==> src/gpa_pkg.sv <==
// Purpose: Shared constants and types for the 8-bit port with analog share.
// Assumes: 32-bit Avalon-MM register bus, byte addresses, one word per register.
// Notes:   Oscillator mode codes are held in a software register of the block.
package gpa_pkg;

  // ----------------------------------------------------------------
  // Register map (byte addresses)
  // ----------------------------------------------------------------
  localparam logic [4:0] GPA_OFS_PIN_LEVEL = 5'h00;
  localparam logic [4:0] GPA_OFS_OUT_LATCH = 5'h04;
  localparam logic [4:0] GPA_OFS_DIRECTION = 5'h08;
  localparam logic [4:0] GPA_OFS_CONV_CFG = 5'h0C;
  localparam logic [4:0] GPA_OFS_OSC_CFG = 5'h10;

  // ----------------------------------------------------------------
  // Widths, fields and reset values
  // ----------------------------------------------------------------
  localparam int GPA_W = 8;
  localparam logic [7:0] GPA_RST_LATCH = 8'h00;
  localparam logic [7:0] GPA_RST_DIR = 8'hFF;
  localparam logic [3:0] GPA_RST_ASEL = 4'h0;
  localparam logic [1:0] GPA_RST_RSEL = 2'h0;
  localparam int GPA_ASEL_LSB = 0;
  localparam int GPA_RSEL_LSB = 4;
  localparam int GPA_OSC_LSB = 0;
  // Analog select code above which a channel turns digital
  localparam logic [3:0] GPA_ASEL_TOP = 4'hE;
  // Pin positions with special duties
  localparam int GPA_BIT_TMR = 4;
  localparam int GPA_BIT_CYC_OUT = 6;
  localparam int GPA_BIT_MAIN_IN = 7;
  // Pins that carry an analog channel: 0..3 are channels 0..3, pin 5 is channel 4
  localparam logic [7:0] GPA_ANALOG_PINS = 8'h2F;
  localparam logic [3:0] GPA_PIN5_CHAN = 4'h4;
  localparam logic [31:0] GPA_RD_UNMAPPED = 32'h0000_0000;

  // ----------------------------------------------------------------
  // Oscillator modes
  // ----------------------------------------------------------------
  typedef enum logic [3:0] {
    GPA_OSC_LP = 4'b0000,
    GPA_OSC_XT = 4'b0001,
    GPA_OSC_HS = 4'b0010,
    GPA_OSC_HSPLL = 4'b0011,
    GPA_OSC_RC = 4'b0100,
    GPA_OSC_RC_IO = 4'b0101,
    GPA_OSC_EXT_CLK = 4'b0110,
    GPA_OSC_EXT_CLK_IO = 4'b0111,
    GPA_OSC_INT_TWO_IO = 4'b1000,
    GPA_OSC_INT_CLK_OUT = 4'b1001
  } gpa_osc_mode_t;

  localparam logic [3:0] GPA_RST_OSC = 4'b1000;

endpackage : gpa_pkg

==> src/gpa_pin_sync.sv <==
// Purpose: Three-stage pin synchroniser with agreement filter per bit.
// Assumes: Pins are asynchronous to clk_sys_i.
// Notes:   Output follows only when stages two and three agree.
`timescale 1ns/10ps
module gpa_pin_sync (
  // Clock and reset
  input wire logic clk_sys_i,
  input wire logic arst_n_i,
  // Raw and filtered levels
  input wire logic [7:0] pin_raw_i,
  output logic [7:0] pin_sync_o
);

  // ----------------------------------------------------------------
  // Per-bit stages
  // ----------------------------------------------------------------
  genvar gi;
  generate
    for (gi = 0; gi < 8; gi++) begin : g_bit
      logic s1_ff;
      logic s2_ff;
      logic s3_ff;
      logic out_ff;
      // First stage is read only by the second, to contain metastability
      always_ff @(posedge clk_sys_i or negedge arst_n_i) begin
        if (!arst_n_i) begin
          s1_ff <= 1'b0;
          s2_ff <= 1'b0;
          s3_ff <= 1'b0;
        end else begin
          s1_ff <= pin_raw_i[gi];
          s2_ff <= s1_ff;
          s3_ff <= s2_ff;
        end
      end
      // Accept a change once two settled stages agree
      always_ff @(posedge clk_sys_i or negedge arst_n_i) begin
        if (!arst_n_i) begin
          out_ff <= 1'b0;
        end else if (s2_ff == s3_ff) begin
          out_ff <= s3_ff;
        end
      end
      assign pin_sync_o[gi] = out_ff;
    end
  endgenerate

endmodule : gpa_pin_sync

==> src/gpa_port.sv <==
// Purpose: 8-bit general purpose port with direction, latch and pin read paths.
// Assumes: clk_sys_i at 25 MHz is also the oscillator clock seen by the port.
// Notes:   Registers sit on Avalon-MM; each access costs one wait cycle.
//
// Notes on behaviour
// Eight pins, each with its own direction bit.
// Direction bit 1 turns the pin driver off; the pin is an input.
// Direction bit 0 drives the pin from its latch bit.
// Pin register reads pin levels; writing it updates the latch.
// Latch register reads back the latched value, not the pins.
// Top two pins read zero in all three registers when owned by oscillator.
// Pin six is port I/O only in RC-io, internal-two-io and ext-clock-io.
// Pin seven port paths are off in external oscillator modes.
// Pin six outputs cycle clock, oscillator over four, in listed modes.
// Four-bit analog select field decides analog or digital for low pins.
// After reset pins 0-3 and 5 are analog reading zero; pin 4 digital.
// Analog pins have their digital input read path disabled.
// Analog selection leaves the output driver under direction control.
// Software keeps direction bits at 1 for pins used as analog.
// Pin four is Schmitt input, open drain low only; others push-pull.
// Pin four feeds the timer clock input whatever its direction.
// An enabled shared peripheral takes the pin away from port use.
// Pin inputs are synchronised before the read path.
// Latch writes land while input; they show once direction clears.
//
// Local design decisions: the Avalon-MM slave port and the placing of the registers.
`timescale 1ns/10ps
module gpa_port
  import gpa_pkg::*;
(
  // Clock and reset
  input wire logic clk_sys_i,
  input wire logic arst_n_i,
  // Avalon-MM slave
  input wire logic [4:0] avs_address_i,
  input wire logic avs_read_i,
  input wire logic avs_write_i,
  input wire logic [31:0] avs_writedata_i,
  input wire logic [3:0] avs_byteenable_i,
  output logic [31:0] avs_readdata_o,
  output logic avs_waitrequest_o,
  // Port pins
  input wire logic [7:0] pin_in_i,
  output logic [7:0] pin_out_o,
  output logic [7:0] pin_oe_o,
  // Shared peripheral side
  output logic timer_ext_clock_in_o,
  output logic [7:0] analog_en_o,
  output logic [1:0] reference_select_o
);

  // ----------------------------------------------------------------
  // State
  // ----------------------------------------------------------------
  logic [7:0] latch_ff;
  logic [7:0] dir_ff;
  logic [3:0] asel_ff;
  logic [1:0] rsel_ff;
  logic [3:0] osc_ff;
  logic ack_ff;
  logic [31:0] rdata_ff;
  logic half_ff;
  logic cyc_clk_ff;
  logic [7:0] pin_sync;
  logic [7:0] avail;
  logic [7:0] analog;
  logic [7:0] pin_rd_val;
  logic [31:0] nxt_rdata;
  logic cyc_clk_drive;
  logic pin6_io;
  logic pin7_io;
  logic tick;
  logic req;
  logic wr_go;
  logic rd_start;
  logic wr_lane0;

  // ----------------------------------------------------------------
  // Pin input synchroniser
  // ----------------------------------------------------------------
  gpa_pin_sync u_sync (
    .clk_sys_i(clk_sys_i),
    .arst_n_i(arst_n_i),
    .pin_raw_i(pin_in_i),
    .pin_sync_o(pin_sync)
  );

  // ----------------------------------------------------------------
  // Bus handshake
  // ----------------------------------------------------------------
  // One wait cycle per access gives the read mux a full cycle to settle
  assign req = avs_read_i | avs_write_i;
  assign avs_waitrequest_o = req & ~ack_ff;
  assign wr_go = avs_write_i & ack_ff;
  assign rd_start = avs_read_i & ~ack_ff;
  assign wr_lane0 = wr_go & avs_byteenable_i[0];

  // Acknowledge follows the first cycle of each request
  always_ff @(posedge clk_sys_i or negedge arst_n_i) begin
    if (!arst_n_i) begin
      ack_ff <= 1'b0;
    end else begin
      ack_ff <= req & ~ack_ff;
    end
  end

  // ----------------------------------------------------------------
  // Oscillator mode decode
  // ----------------------------------------------------------------
  // Unknown codes fall back to a crystal mode: both top pins stay with the oscillator
  always_comb begin
    pin6_io = 1'b0;
    pin7_io = 1'b0;
    cyc_clk_drive = 1'b0;
    unique case (gpa_osc_mode_t'(osc_ff))
      GPA_OSC_RC_IO, GPA_OSC_EXT_CLK_IO: begin
        pin6_io = 1'b1;
      end
      GPA_OSC_INT_TWO_IO: begin
        pin6_io = 1'b1;
        pin7_io = 1'b1;
      end
      GPA_OSC_INT_CLK_OUT: begin
        pin7_io = 1'b1;
      end
      GPA_OSC_RC, GPA_OSC_EXT_CLK: begin
        cyc_clk_drive = 1'b0;
      end
      GPA_OSC_LP, GPA_OSC_XT, GPA_OSC_HS, GPA_OSC_HSPLL: begin
        cyc_clk_drive = 1'b1;
      end
      default: begin
        cyc_clk_drive = 1'b1;
      end
    endcase
  end

  // Port ownership: oscillator duties win over port use
  always_comb begin
    avail = 8'hFF;
    avail[GPA_BIT_CYC_OUT] = pin6_io;
    avail[GPA_BIT_MAIN_IN] = pin7_io;
  end

  // ----------------------------------------------------------------
  // Analog select decode
  // ----------------------------------------------------------------
  // Channel n is analog while the select code is at most TOP minus n
  always_comb begin
    analog = 8'h00;
    for (int k = 0; k < 4; k++) begin
      analog[k] = (asel_ff <= (GPA_ASEL_TOP - 4'(k)));
    end
    analog[5] = (asel_ff <= (GPA_ASEL_TOP - GPA_PIN5_CHAN));
    analog = analog & GPA_ANALOG_PINS;
  end

  assign analog_en_o = analog;
  assign reference_select_o = rsel_ff;

  // ----------------------------------------------------------------
  // Cycle clock divider
  // ----------------------------------------------------------------
  // Half-rate enable, then a toggle on it: one quarter of clk_sys_i
  always_ff @(posedge clk_sys_i or negedge arst_n_i) begin
    if (!arst_n_i) begin
      half_ff <= 1'b0;
    end else begin
      half_ff <= ~half_ff;
    end
  end
  assign tick = half_ff;

  // Toggle the cycle clock on every enable pulse
  always_ff @(posedge clk_sys_i or negedge arst_n_i) begin
    if (!arst_n_i) begin
      cyc_clk_ff <= 1'b0;
    end else if (tick) begin
      cyc_clk_ff <= ~cyc_clk_ff;
    end
  end

  // ----------------------------------------------------------------
  // Pin drivers
  // ----------------------------------------------------------------
  // Direction and oscillator ownership gate the drivers; analog selection does not
  always_comb begin
    pin_out_o = latch_ff;
    pin_oe_o = ~dir_ff & avail;
    // Open drain: only ever pulls low
    pin_out_o[GPA_BIT_TMR] = 1'b0;
    pin_oe_o[GPA_BIT_TMR] = ~dir_ff[GPA_BIT_TMR] & ~latch_ff[GPA_BIT_TMR];
    if (!pin6_io) begin
      pin_out_o[GPA_BIT_CYC_OUT] = cyc_clk_ff;
      pin_oe_o[GPA_BIT_CYC_OUT] = cyc_clk_drive;
    end
    if (!pin7_io) begin
      pin_out_o[GPA_BIT_MAIN_IN] = 1'b0;
      pin_oe_o[GPA_BIT_MAIN_IN] = 1'b0;
    end
  end

  // Timer clock sees the pin regardless of direction
  assign timer_ext_clock_in_o = pin_sync[GPA_BIT_TMR];

  // ----------------------------------------------------------------
  // Register writes
  // ----------------------------------------------------------------
  // Pin and latch addresses both land in the latch, even for input pins
  always_ff @(posedge clk_sys_i or negedge arst_n_i) begin
    if (!arst_n_i) begin
      latch_ff <= GPA_RST_LATCH;
    end else if (wr_lane0 && (avs_address_i == GPA_OFS_PIN_LEVEL ||
                              avs_address_i == GPA_OFS_OUT_LATCH)) begin
      latch_ff <= avs_writedata_i[7:0];
    end
  end

  // Direction register, all inputs after reset
  always_ff @(posedge clk_sys_i or negedge arst_n_i) begin
    if (!arst_n_i) begin
      dir_ff <= GPA_RST_DIR;
    end else if (wr_lane0 && avs_address_i == GPA_OFS_DIRECTION) begin
      dir_ff <= avs_writedata_i[7:0];
    end
  end

  // Converter configuration; reset leaves every analog pin analog
  always_ff @(posedge clk_sys_i or negedge arst_n_i) begin
    if (!arst_n_i) begin
      asel_ff <= GPA_RST_ASEL;
      rsel_ff <= GPA_RST_RSEL;
    end else if (wr_lane0 && avs_address_i == GPA_OFS_CONV_CFG) begin
      asel_ff <= avs_writedata_i[GPA_ASEL_LSB +: 4];
      rsel_ff <= avs_writedata_i[GPA_RSEL_LSB +: 2];
    end
  end

  // Oscillator mode; normally set once at start-up
  always_ff @(posedge clk_sys_i or negedge arst_n_i) begin
    if (!arst_n_i) begin
      osc_ff <= GPA_RST_OSC;
    end else if (wr_lane0 && avs_address_i == GPA_OFS_OSC_CFG) begin
      osc_ff <= avs_writedata_i[GPA_OSC_LSB +: 4];
    end
  end

  // ----------------------------------------------------------------
  // Register reads
  // ----------------------------------------------------------------
  // Analog and oscillator-owned pins read as zero
  assign pin_rd_val = pin_sync & ~analog & avail;

  // Read data captured in the first request cycle, held for the answer
  always_comb begin
    nxt_rdata = GPA_RD_UNMAPPED;
    unique case (avs_address_i)
      GPA_OFS_PIN_LEVEL: nxt_rdata[7:0] = pin_rd_val;
      GPA_OFS_OUT_LATCH: nxt_rdata[7:0] = latch_ff & avail;
      GPA_OFS_DIRECTION: nxt_rdata[7:0] = dir_ff & avail;
      GPA_OFS_CONV_CFG: begin
        nxt_rdata[GPA_ASEL_LSB +: 4] = asel_ff;
        nxt_rdata[GPA_RSEL_LSB +: 2] = rsel_ff;
      end
      GPA_OFS_OSC_CFG: nxt_rdata[GPA_OSC_LSB +: 4] = osc_ff;
      default: nxt_rdata = GPA_RD_UNMAPPED;
    endcase
  end

  // Load on the first cycle only, so data stand stable at completion
  always_ff @(posedge clk_sys_i or negedge arst_n_i) begin
    if (!arst_n_i) begin
      rdata_ff <= GPA_RD_UNMAPPED;
    end else if (rd_start) begin
      rdata_ff <= nxt_rdata;
    end
  end
  assign avs_readdata_o = rdata_ff;
endmodule : gpa_port

==> config.mk <==
export PLATFORM = sky130hd
export DESIGN_NAME = gpa_port
export DESIGN_NICKNAME = d
export VERILOG_FILES = /design/src/gpa_pkg.sv /design/src/gpa_pin_sync.sv /design/src/gpa_port.sv
export SDC_FILE = /design/constraint.sdc
export NUM_CORES = 1
export LEC_CHECK = 0
export ABC_AREA = 1
export BUFFER_PORTS_ARGS = -buffer_cell sky130_fd_sc_hd__buf_2
export CORE_UTILIZATION = 25
export DETAILED_ROUTE_END_ITERATION = 8
export PLACE_DENSITY = 0.5
export SLEW_MARGIN = 30
export SYNTH_ARGS = -nofsm -noshare
export SYNTH_HDL_FRONTEND = slang
export SYNTH_SLANG_ARGS = --single-unit
==> constraint.sdc <==
create_clock -name clk_sys_i -period 3.6 [get_ports clk_sys_i]
set_input_delay 0.54 -clock clk_sys_i [delete_from_list [all_inputs] [get_ports clk_sys_i]]
set_output_delay 0.54 -clock clk_sys_i [all_outputs]
set_load 0.01 [all_outputs]
# After elaboration in Yosys (flattened, before gate mapping)
# Cells that the tools add are included.
[word_totals]
reg_bits = 69
output_inout_bits = 60
word_cells = 101
[classes]
order_cmp = 5
eq_ne = 18
n_mux = 10
bitwise_logic = 18
reduce_logical = 9
[ops]
columns = ["operator", "n"]
rows = [
  ["$and A8 B8 Y8", 5],
  ["$le A4 B4 Y1 const B", 5],
  ["$pmux W4 S5", 1],
  ["$eq A4 B3 Y1 const B", 4],
  ["$eq A5 B4 Y1 const B", 2],
  ["$eq A1 B1 Y1", 8],
  ["$eq A4 B4 Y1 const B", 2],
  ["$not A6 Y8", 1],
  ["$not A8 Y8", 1],
  ["$pmux W2 S4", 1],
  ["$mux W1", 7],
  ["$pmux W2 S3", 1],
  ["$reduce_or A6 Y1", 1],
  ["$and A1 B1 Y1", 5],
  ["$eq A5 B3 Y1 const B", 1],
  ["$eq A5 B5 Y1 const B", 1],
  ["$logic_not A5 Y1", 1],
  ["$not A1 Y1", 5],
  ["$logic_and A1 B1 Y1", 4],
  ["$reduce_or A3 Y1", 1],
  ["$reduce_or A2 Y1", 1],
  ["$logic_or A1 B1 Y1", 1],
  ["$or A1 B1 Y1", 1],
]

# Logic depth before layout (Yosys ltp)
# Gate-level depths: netlist of run 1.
[depth]
depth_word = 5
mapped_depth = 9

# Hierarchy
# From an unflattened synthesis of run 1, not the netlist that was laid out.
[hier_totals]
hier_cells = 357
area_unflattened_um2 = 3174.3
[by_module_without_submodules]
columns = ["mod", "instances", "cells_per_inst", "area_per_inst_um2", "seq_area_each_um2"]
rows = [
  ["gpa_port", 1, 285, 2183.3, 937.1],
  ["gpa_pin_sync", 1, 72, 991.0, 800.8],
]

# Least setup slack after synthesis of run 1
# Ideal clock, no wire load.
[synth_timing]
path_kind = "register -> output"
from = "reg osc_ff[3]"
to = "out pin_out_o[6]"
t_arrival_ns = 1.242
required_time_ns = 3.060
setup_slack_ns = 1.818
stages_incl_launch_ff = 7
path_buffers = 0
path_cell_list = "dfstp_2 > nand2_1 > nor2_1 > inv_1 > nand2_1 > o21ai_0 > o21ai_0"
[synth_via]
elab_chain_cells = 4
word_cells_on_any_way = 6
classes_between = "eq/ne (3); mux (2); reduce/logical (1)"
[synth_lines]
columns = ["element", "line", "rtl"]
rows = [
  ["from (decl)", "gpa_port.sv:59", "logic [3:0] osc_ff;"],
  ["from (signal assigned)", "gpa_port.sv:244", "osc_ff <= avs_writedata_i[GPA_OSC_LSB +: 4];"],
  ["$eq A4 B4 Y1 or $eq A4 B3 Y1 (tied branches)", "gpa_port.sv:115", "unique case (gpa_osc_mode_t'(osc_ff))"],
  ["$reduce_or A3 Y1 (no line) *", "-", ""],
  ["$mux W1 *", "gpa_port.sv:115", ""],
  ["$mux W1 *", "gpa_port.sv:193", "if (!pin6_io) begin"],
  ["to (decl)", "gpa_port.sv:44", "output logic [7:0] pin_out_o,"],
]
# Every way passes the cells marked *; elsewhere a longest branch is shown, timed or not.

# Worst setup path in the final report of run 1
[layout_timing]
from = "reg osc_ff[3]"
to = "out pin_oe_o[6]"
[layout_via]
elab_chain_cells = 5
word_cells_on_any_way = 12
classes_between = "eq/ne (6); mux (3); bitwise (1); reduce/logical (2)"
[layout_lines]
columns = ["element", "line", "rtl"]
rows = [
  ["$eq A4 B4 Y1 or $eq A4 B3 Y1 (tied branches)", "gpa_port.sv:115", ""],
  ["$reduce_or A3 Y1 (no line)", "-", ""],
  ["$mux W1", "gpa_port.sv:115", ""],
  ["$and A8 B8 Y8", "gpa_port.sv:189", "pin_oe_o = ~dir_ff & avail;"],
  ["$mux W1 *", "gpa_port.sv:193", ""],
  ["to (decl)", "gpa_port.sv:45", "output logic [7:0] pin_oe_o,"],
]
# Marks and branches as above.

==> reports/qor.txt, run 1 <==
Vias in the first global route = 2,180
Placed Cells = 536
Status = finished, final reports clean
Worst-Skew Late Latency = 330 ps
Top cells by area, synth = dfrtp_1, buf_4, nand2_1, dfstp_2, inv_1
Worst hold slack = 277 ps
Reg clk slew, reported paths = 50 ps
Layout cells sized above 1 = 26.8%
Tot GR Track Use = 11.7%
Cts hold-fix bufs = 0
Final GP Congestion = 0.800
DRC viols = 0
Port Buffers = 57
Final critical-path required period = 2370 ps
Most frequent cells in the layout = nand2_1, dfrtp_1, buf_2
Crit Path Class = reg2out
Final hold vios = 0
I/O pin cnt = 113
Commonest non-fill, non-tap cell in the layout = nand2_1
Initial detailed-routing violation count = 187
MaxCap Viol Count = 0
Flops & latches, synth = 69
Worst Tran Pin Value = 623 ps
Clock root buffer = clkbuf_16
Setup bufs post-CTS = 0
Hpwl dp = 5020 um
Sink Count = 69
Average routed wire per standard cell = 12.6 um
Core Region = 12,100 sq um
RSZ-0062 raised after global routing = false
Drt first pass iters = 5
Worst Skew = 4.35 ps
Die area = 12,900 sq um
Die extent in y = 114 um
P_leak = 1.83 nW
Htree depth = 3
Largest net degree at the start of global routing = 70
Pwr dens = 570 nW/um^2
CTS tree = built
Worst-case reg-to-reg path depth = 5
GRT overflow = 0
Setup crit start kind = flip-flop
Initial Util = 25.8%
Mapped Area = 3110 sq um
Worst Path Required = 3060 ps
Die X = 114 um
Setup TNS = 0 ps
Layout net count = 432
Final setup fails = 0
WL final = 6930 um
Synth unique cells = 27
CTS Buf Count = 9
Synthesis warning total = 0
First-pass GRT wire length = 11,200 um
Slew Viols, Final = 0
Drt via density = 3.99
Area share of the largest cell type after synthesis = 48.3%
Crit path max fanout = 4
Syn_area_per_cell = 9.60 sq um
Worst min path class = in2async
Final period utilization = 65.8%
Tot Pwr = 0.00215 W
Seq/Total Area, Yosys = 55.9%
ANT cells = 0
Via count = 2,205
Worst Path Arrival = 1830 ps
Num rows = 40
Critical Path End Type = primary output
Worst rel slew slack = 58.5%
CTS resizes = 0
Non-Filler Instances = 552
Post-synthesis cell count = 324
Post-synth top area cell = dfrtp_1
Antenna viol nets, final = 0
CTS Buffer Depth = 2
Initial antenna violation count = 0
VDD IR-drop max = 0.161 mV
Fmax = 0.422 GHz
Layout Area Growth over Synthesis = 21.1%
worst paths after layout:
path	from	slack, ps	endpoint
worst max-delay path	osc_ff[3]	1230	pin_oe_o[6]
worst min-delay path	arst_n_i	280	avs_readdata_o[7]
worst max register to register	ack_ff	2120	reference_select_o[1]
worst min register to register	u_sync.g_bit[0].s1_ff	350	u_sync.g_bit[0].s2_ff
max in group asynchronous	arst_n_i	2860	latch_ff[7]
min in group clk_sys_i	pin_in_i[1]	310	u_sync.g_bit[1].s1_ff
metal layers:
layer	vias to the layer above	wire length, um	GRT usage (%)	share of wire [%]
li1	1090	-	-	-
met1	1018	3270	15.0	47
met2	84	3110	18.1	45
met3	13	359	2.34	5.2
met4	0	185	7.46	2.7
met5	-	0	0	0
cells in the mapped netlist:
cell type and number:
a21oi_1 3, nor2_1 26, nand3_4 1, inv_1 29
xor2_1 1, dfstp_2 9, conb_1 1, maj3_1 8
nand4_1 15, buf_4 36, nor2_4 3, buf_2 2
nand2_2 1, nand3_1 15, o21ai_1 14, nand2_1 68
o211ai_1 2, o22ai_1 1, inv_2 3, o21ai_0 10
nand4_2 2, nand3b_1 1, clkinv_2 1, o21ai_2 6
nor2_2 3, buf_6 3, dfrtp_1 60
critical path: stages, from the launching register on:
cell,delay [ps]
dfstp_2,560
nand2_1,60
nor2_1,140
inv_1,110
nand2_1,60
o21ai_0,170
o22ai_1,230
buf_2,170
per-stage QoR:
stage / setup slack, ps / utilization [%] / instance area (sq um)
floorplan: 1820 / - / 3210
global placement: 1550 / 28.2 / 3400
detailed placement: 1510 / 28.2 / 3400
CTS: 1240 / 31.2 / 3760
global route: 1140 / 31.2 / 3770
finish: 1230 / 31.2 / 3770
power breakdown:
group          switching, W  internal, W
Clock              0.000316     0.000743
Sequential        0.0000433     0.000845
Combinational      0.000131    0.0000693
sequential cells by signal, indices dropped and copies added (netlist names):
signal               count
avs_readdata_o           8
u_sync.g_bit.s2_ff       8
asel_ff                  4
latch_ff                 8
reference_select_o       2
half_ff                  1
cyc_clk_ff               1
u_sync.g_bit.out_ff      8
osc_ff                   4
u_sync.g_bit.s1_ff       8
dir_ff                   8
ack_ff                   1
u_sync.g_bit.s3_ff       8
cell type report:
cell class / instances / area (sq um)
Clock buffer: 9 / 225
Multi-Input combinational cell: 208 / 1030
Sequential cell: 69 / 1740
Tap cell: 168 / 210
Clock inverter: 7 / 138
Fill cell: 1258 / 8300
Inverter: 33 / 125
Timing Repair Buffer: 58 / 297
logic make-up after synthesis:
kind of cell,synth area share [%]
DFF,55.9
and+or+nand+nor,20.3
other,0.121
AOI/OAI and AO/OA,6.72
xor gates and xnor gates,0.282
buffers and inverters,14.1
adders and majority gates,2.58
(Power assumes the default switching activity.)
==> run 2: changes to the inputs <==
clock period = 2.4 ns   (was 3.6 ns; I/O delays follow)
==> reports/qor.txt, run 2 (synthesis results as in run 1) <==
First-pass GRT wire length = 11,300 um (was 11,200 um)
MaxCap Viol Count = 0 (unchanged)
Critical Path End Type = primary output (unchanged)
Hpwl dp = 5160 um (was 5020 um)
Met3 WL = 296 um (was 359 um)
P_leak = 1.82 nW (was 1.83 nW)
CTS resizes = 0 (unchanged)
Drt first pass iters = 4 (was 5)
Setup crit start kind = flip-flop (unchanged)
Setup TNS = 0 ps (unchanged)
Port Buffers = 57 (unchanged)
Num rows = 40 (unchanged)
Most frequent cells in the layout = nand2_1, dfrtp_1, buf_2 (unchanged)
Core Region = 12,100 sq um (unchanged)
Final critical-path required period = 2190 ps
Status = finished, final reports clean (unchanged)
Final setup fails = 0 (unchanged)
Wire length on met1 = 3230 um (was 3270 um)
ANT cells = 0 (unchanged)
Worst Tran Pin Value = 650 ps (was 623 ps)
Worst-Skew Late Latency = 330 ps (about the same)
Worst R2R Start = ack_ff (unchanged)
GRT overflow = 0 (unchanged)
Die area = 12,900 sq um (unchanged)
Worst Path Required = 2040 ps (was 3060 ps)
Reg clk slew, reported paths = 60 ps (was 50 ps)
Initial detailed-routing violation count = 124 (was 187)
Uppermost layer routed = met4 (unchanged)
Initial antenna violation count = 0 (unchanged)
Worst-case reg-to-reg path depth = 5 (unchanged)
Tot GR Track Use = 11.8% (was 11.7%)
Layout cells sized above 1 = 27.2% (was 26.8%)
Worst rel slew slack = 56.7% (was 58.5%)
I/O pin cnt = 113 (unchanged)
CTS tree = built (unchanged)
Final hold vios = 0 (unchanged)
VDD IR-drop max = 0.351 mV (was 0.161 mV)
Crit Path Class = reg2out (unchanged)
Final GP Congestion = 0.802 (was 0.800)
Via count = 2,230 (was 2,205)
Final period utilization = 91.4%
WL final = 6870 um (was 6930 um)
Cts hold-fix bufs = 0 (unchanged)
Die X = 114 um (unchanged)
Sink Count = 69 (unchanged)
Worst Path Arrival = 1830 ps (about the same)
Die extent in y = 114 um (unchanged)
Crit path max fanout = 4 (unchanged)
Htree depth = 3 (unchanged)
Antenna viol nets, final = 0 (unchanged)
Layout net count = 434 (was 432)
Slew Viols, Final = 0 (unchanged)
Worst Skew = 5.42 ps (was 4.35 ps)
RSZ-0062 raised after global routing = false (unchanged)
Reg2reg setup slack = 960 ps (was 2120 ps)
Finished Cell Area = 3750 sq um (was 3770 sq um)
Layout Area Growth over Synthesis = 20.6% (was 21.1%)
DRC viols = 0 (unchanged)
Fill cell count = 1,273 (was 1,258)
Setup bufs post-CTS = 0 (unchanged)
Drt via density = 4.03 (was 3.99)
Clock root buffer = clkbuf_16 (unchanged)
Average routed wire per standard cell = 12.4 um (was 12.6 um)
Largest net degree at the start of global routing = 43 (was 70)
WL met2 = 3030 um (was 3110 um)
Pwr dens = 813 nW/um^2 (was 570 nW/um^2)
Vias in the first global route = 2,193 (was 2,180)
Placed Area = 3430 sq um (was 3400 sq um)
Fmax = 0.456 GHz
RR Endpoint = reference_select_o[1] (unchanged)
Worst min path class = in2async (unchanged)
CTS Buf Count = 9 (unchanged)
Commonest non-fill, non-tap cell in the layout = nand2_1 (unchanged)
Initial Util = 25.8% (unchanged)
CTS Buffer Depth = 2 (unchanged)
## run 2: cell count changes in the layout (fill, tap and decap cells not counted)
cell and delta:
clkinvlp_4 +1, inv_6 +1, buf_4 +2, bufinv_16 -2
clkinv_2 -1, buf_12 +1, buf_6 -1, clkinv_4 +1
## run 2: critical path: stages, from the launching register on
cell,delay (ps)
dfstp_2,560
nand2_1,60
nor2_1,150
inv_1,110
nand2_1,60
o21ai_0,170
o22ai_1,220
buf_2,170
## run 2: area by class of cell
| type | instances | area [sq um] | area share (%) |
|---|---|---|---|
| clock inverters | 7 | 97.6 | 2.60 |
| multi-input cells | 208 | 1030 | 27.6 |
| clock buffers | 9 | 225 | 6.01 |
| flip-flops and latches | 69 | 1740 | 46.3 |
| repair buffers | 60 | 320 | 8.54 |
| inverters | 33 | 125 | 3.34 |
| well taps | 168 | 210 | 5.61 |
## run 2: worst max-delay path by stage
stage                          start                end  cells after the start
detailed placement         osc_ff[3]       pin_out_o[6]                      7
global placement    avs_address_i[4]  avs_readdata_o[4]                      6
CTS                        osc_ff[3]        pin_oe_o[6]                      7
global route               osc_ff[3]        pin_oe_o[6]                      7
finish                     osc_ff[3]        pin_oe_o[6]                      7
floorplan                  osc_ff[3]       pin_out_o[6]                      6
## run 2: per-layer routing
layer / global-route usage, % / vias to the layer above
met5: 0 / -
met4: 8.95 / 0
met3: 1.81 / 24
met2: 17.1 / 97
met1: 15.9 / 1011
li1: - / 1098
## run 2: per-stage QoR
| stage | std cells | setup WS (ps) | power [W] | hold slack, ps | util (%) |
|---|---|---|---|---|---|
| 3_3_place_gp | 538 | 592 | 0.00166 | 334 | 28.4 |
| 3_5_place_dp | 538 | 581 | 0.00166 | 335 | 28.4 |
| 6_report | 554 | 206 | 0.00305 | 55.5 | 31.1 |
| 4_1_cts | 554 | 215 | 0.00309 | 81.2 | 31.1 |
| 5_1_grt | 554 | 35.8 | 0.00320 | 116 | 31.1 |
| 2_1_floorplan | 351 | 798 | 0.00157 | 64.4 | - |
## run 2: where the power goes
part / leakage (nW) / total (W) / internal [W] / switching [W]
Combinational: 0.838 / 0.000308 / 0.000109 / 0.000199
Clock: 0.152 / 0.00141 / 0.000912 / 0.000498
Sequential: 0.827 / 0.00133 / 0.00127 / 0.0000653
Total: 1.82 / 0.00305 / 0.00229 / 0.000762
==> run 3: changes to the inputs <==
ABC_AREA = unset   (was 1)
CORE_UTILIZATION = 40   (was 25)
PLACE_DENSITY = 0.71   (was 0.5)
==> reports/qor.txt, run 3 <==
Setup TNS = 0 ps (unchanged)
Final GP Congestion = 0.762 (was 0.802)
Worst Path Arrival = 1730 ps (was 1830 ps)
Asr flop ratio synth = 100% (unchanged)
Initial detailed-routing violation count = 95 (was 124)
Placed Cells = 382 (was 538)
Worst rel slew slack = 53.6% (was 56.7%)
Setup bufs post-CTS = 0 (unchanged)
Synth Area in Adders = 2.61% (was 2.58%)
CTS Buffer Depth = 2 (unchanged)
Peak per-stage delay on the critical path = 430 ps (was 560 ps)
Slowest-stage cell, CP = dfrtp_1 (was dfstp_2)
CTS Buf Count = 9 (unchanged)
Top post-synthesis cells by count = dfrtp_1, buf_4, mux2_2 (was nand2_1, dfrtp_1, buf_4)
Worst min path class = in2async (unchanged)
P_leak = 1.64 nW (was 1.82 nW)
Largest net degree at the start of global routing = 40 (was 43)
Final setup fails = 0 (unchanged)
Vias in the first global route = 1,816 (was 2,193)
WL final = 5880 um (was 6870 um)
Critical Path End Type = primary output (unchanged)
Commonest non-fill, non-tap cell in the layout = dfrtp_1 (was nand2_1)
Final hold vios = 0 (unchanged)
Fmax = 0.479 GHz (was 0.456 GHz)
Status = finished, final reports clean (unchanged)
Initial antenna violation count = 0 (unchanged)
Most frequent cells in the layout = dfrtp_1, buf_2, conb_1 (was nand2_1, dfrtp_1, buf_2)
Area occupied by multi-input gates = 1100 sq um (was 1030 sq um)
Worst-Skew Late Latency = 340 ps (was 330 ps)
Sink Count = 69 (unchanged)
Primary FF master, synth = dfrtp_1 (unchanged)
Tot Pwr = 0.00252 W (was 0.00305 W)
CTS resizes = 0 (unchanged)
Post-synth top area cell = dfrtp_1 (unchanged)
Top cells by area, synth = dfrtp_1, buf_4, mux2_2, dfstp_2, mux2_4 (was dfrtp_1, buf_4, nand2_1, dfstp_2, inv_1)
Reg clk slew, reported paths = 80 ps (was 60 ps)
Worst Skew = 8.73 ps (was 5.42 ps)
I/O pin cnt = 113 (unchanged)
Pwr dens = 721 nW/um^2 (was 813 nW/um^2)
Seq/Total Area, Yosys = 56.7% (was 55.9%)
MaxCap Viol Count = 0 (unchanged)
Simple-gate share of the synthesized area = 9.26% (was 20.3%)
EDFF count, synth = 0 (unchanged)
Cell Chain, Critical Path = nor2_1 > nand2_1 > o22a_1 > mux2_2 > buf_2 (was nand2_1 > nor2_1 > inv_1 > nand2_1 > o21ai_0 > o22ai_1 > buf_2)
Final period utilization = 87.0% (was 91.4%)
CP delay by family, top = flip-flops (unchanged)
Count leader, synth = dfrtp_1 (was nand2_1)
GRT overflow = 0 (unchanged)
Clock root buffer = clkbuf_8 (was clkbuf_16)
CTS tree = built (unchanged)
Mapped Area = 3070 sq um (was 3110 sq um)
Cts hold-fix bufs = 0 (unchanged)
Post-synthesis mux area share = 14.0% (was 0%)
Layout Area Growth over Synthesis = 14.0% (was 20.6%)
Layout cells sized above 1 = 40.5% (was 27.2%)
Non-Filler Instances = 398 (was 554)
Area share of the largest cell type after synthesis = 49.0% (was 48.3%)
Worst Path Required = 2040 ps (about the same)
Post-synthesis cell count = 237 (was 324)
Fill cell count = 675 (was 1,273)
Hpwl dp = 4220 um (was 5160 um)
Crit path max fanout = 5 (was 4)
Initial Util = 41.8% (was 25.8%)
Layout net count = 347 (was 434)
VDD IR-drop max = 0.360 mV (was 0.351 mV)
Setup crit start kind = flip-flop (unchanged)
Antenna viol nets, final = 0 (unchanged)
Via count = 1,889 (was 2,230)
Die area = 8020 sq um (was 12,900 sq um)
Drt first pass iters = 4 (unchanged)
Final critical-path required period = 2090 ps (was 2190 ps)
First-pass GRT wire length = 9320 um (was 11,300 um)
Worst Tran Pin Value = 696 ps (was 650 ps)
Register area = 1740 sq um (unchanged)
Reg2reg setup slack = 920 ps (was 960 ps)
Slew Viols, Final = 0 (unchanged)
Core Region = 7330 sq um (was 12,100 sq um)
Htree depth = 3 (unchanged)
Synth unique cells = 42 (was 27)
Crit Path Class = reg2out (unchanged)
Largest family of logic cells by synthesized area = multiplexers (was simple AND/OR/NAND/NOR gates)
Num rows = 31 (was 40)
Tot GR Track Use = 16.2% (was 11.8%)
Flops & latches, synth = 69 (unchanged)
Average routed wire per standard cell = 14.8 um (was 12.4 um)
Synthesis warning total = 0 (unchanged)
DRC viols = 0 (unchanged)
RSZ-0062 raised after global routing = false (unchanged)
Compound-Gate Fraction of Synth Area = 6.32% (was 6.72%)
Drt via density = 4.75 (was 4.03)
Syn_area_per_cell = 12.9 sq um (was 9.60 sq um)
Port Buffers = 57 (unchanged)
Synth Area in XOR/XNOR = 0.286% (was 0.282%)
Die X = 89.6 um (was 114 um)
WP buf/inv = 1 (was 2)
Die extent in y = 89.6 um (was 114 um)
ANT cells = 0 (unchanged)
[run 3: cell types whose count changed after synthesis, sizes merged, moves of 11 or more]
cell	delta
nand2	-51
inv	-25
mux2	+30
nor2	-21
nand4	-12
nand3	-11
o21ai	-23
[run 3: metal layers]
metal / wire length [um] / GRT usage, % / part of all wire [%] / vias up
li1: - / - / - / 877
met1: 2690 / 21.4 / 46 / 930
met2: 2680 / 24.3 / 46 / 71
met3: 380 / 4.80 / 6.5 / 11
met4: 130 / 8.08 / 2.2 / 0
met5: 0 / 0 / 0 / -
[run 3: final cells by class]
class	instances	area share (%)
inverters	7	0.752
repair buffers	59	8.95
well taps	99	3.54
multi-input cells	148	31.5
clock inverters	4	1.36
clock buffers	12	4.15
flip-flops and latches	69	49.7
[run 3: metrics by stage]
step,area (sq um),util (%),setup WS (ps),hold WS (ps)
2_1_floorplan,3170,-,904,64.4
3_3_place_gp,3300,45.1,529,333
3_5_place_dp,3300,45.1,510,335
4_1_cts,3500,47.7,320,81.3
5_1_grt,3500,47.7,219,105
6_report,3500,47.7,312,65.5
[run 3: kinds of logic (layout without fill, tap and decap cells)]
kind of cell,count (synthesis),in the layout
mux,35,35
simple gates,48,48
compound gates,28,28
buf+inv,47,82
other cells,1,28
xor+xnor,1,1
flops,69,69
fa+ha+maj,8,8
[run 3: where the power goes]
part / switching, W / internal (W) / leakage (nW)
logic: 0.000150 / 0.000125 / 0.704
registers: 0.0000677 / 0.00126 / 0.844
clock network: 0.000419 / 0.000506 / 0.0964
total: 0.000637 / 0.00189 / 1.64
[run 3: worst paths after layout]
path,startpoint,endpoint,cells past startpoint
worst max-delay path,osc_ff[2],pin_out_o[6],5
worst min-delay path,arst_n_i,u_sync.g_bit[5].s1_ff,1
worst max register to register,ack_ff,dir_ff[4],3
worst min register to register,u_sync.g_bit[2].s1_ff,u_sync.g_bit[2].s2_ff,0
max in group asynchronous,arst_n_i,osc_ff[3],2
min in group clk_sys_i,pin_in_i[5],u_sync.g_bit[5].s1_ff,1
[run 3: worst reg2reg max path: stages (launching register included)]
cell	delay [ps]
dfrtp_1	440
nand4_4	210
nor2b_4	420
mux2_4	340
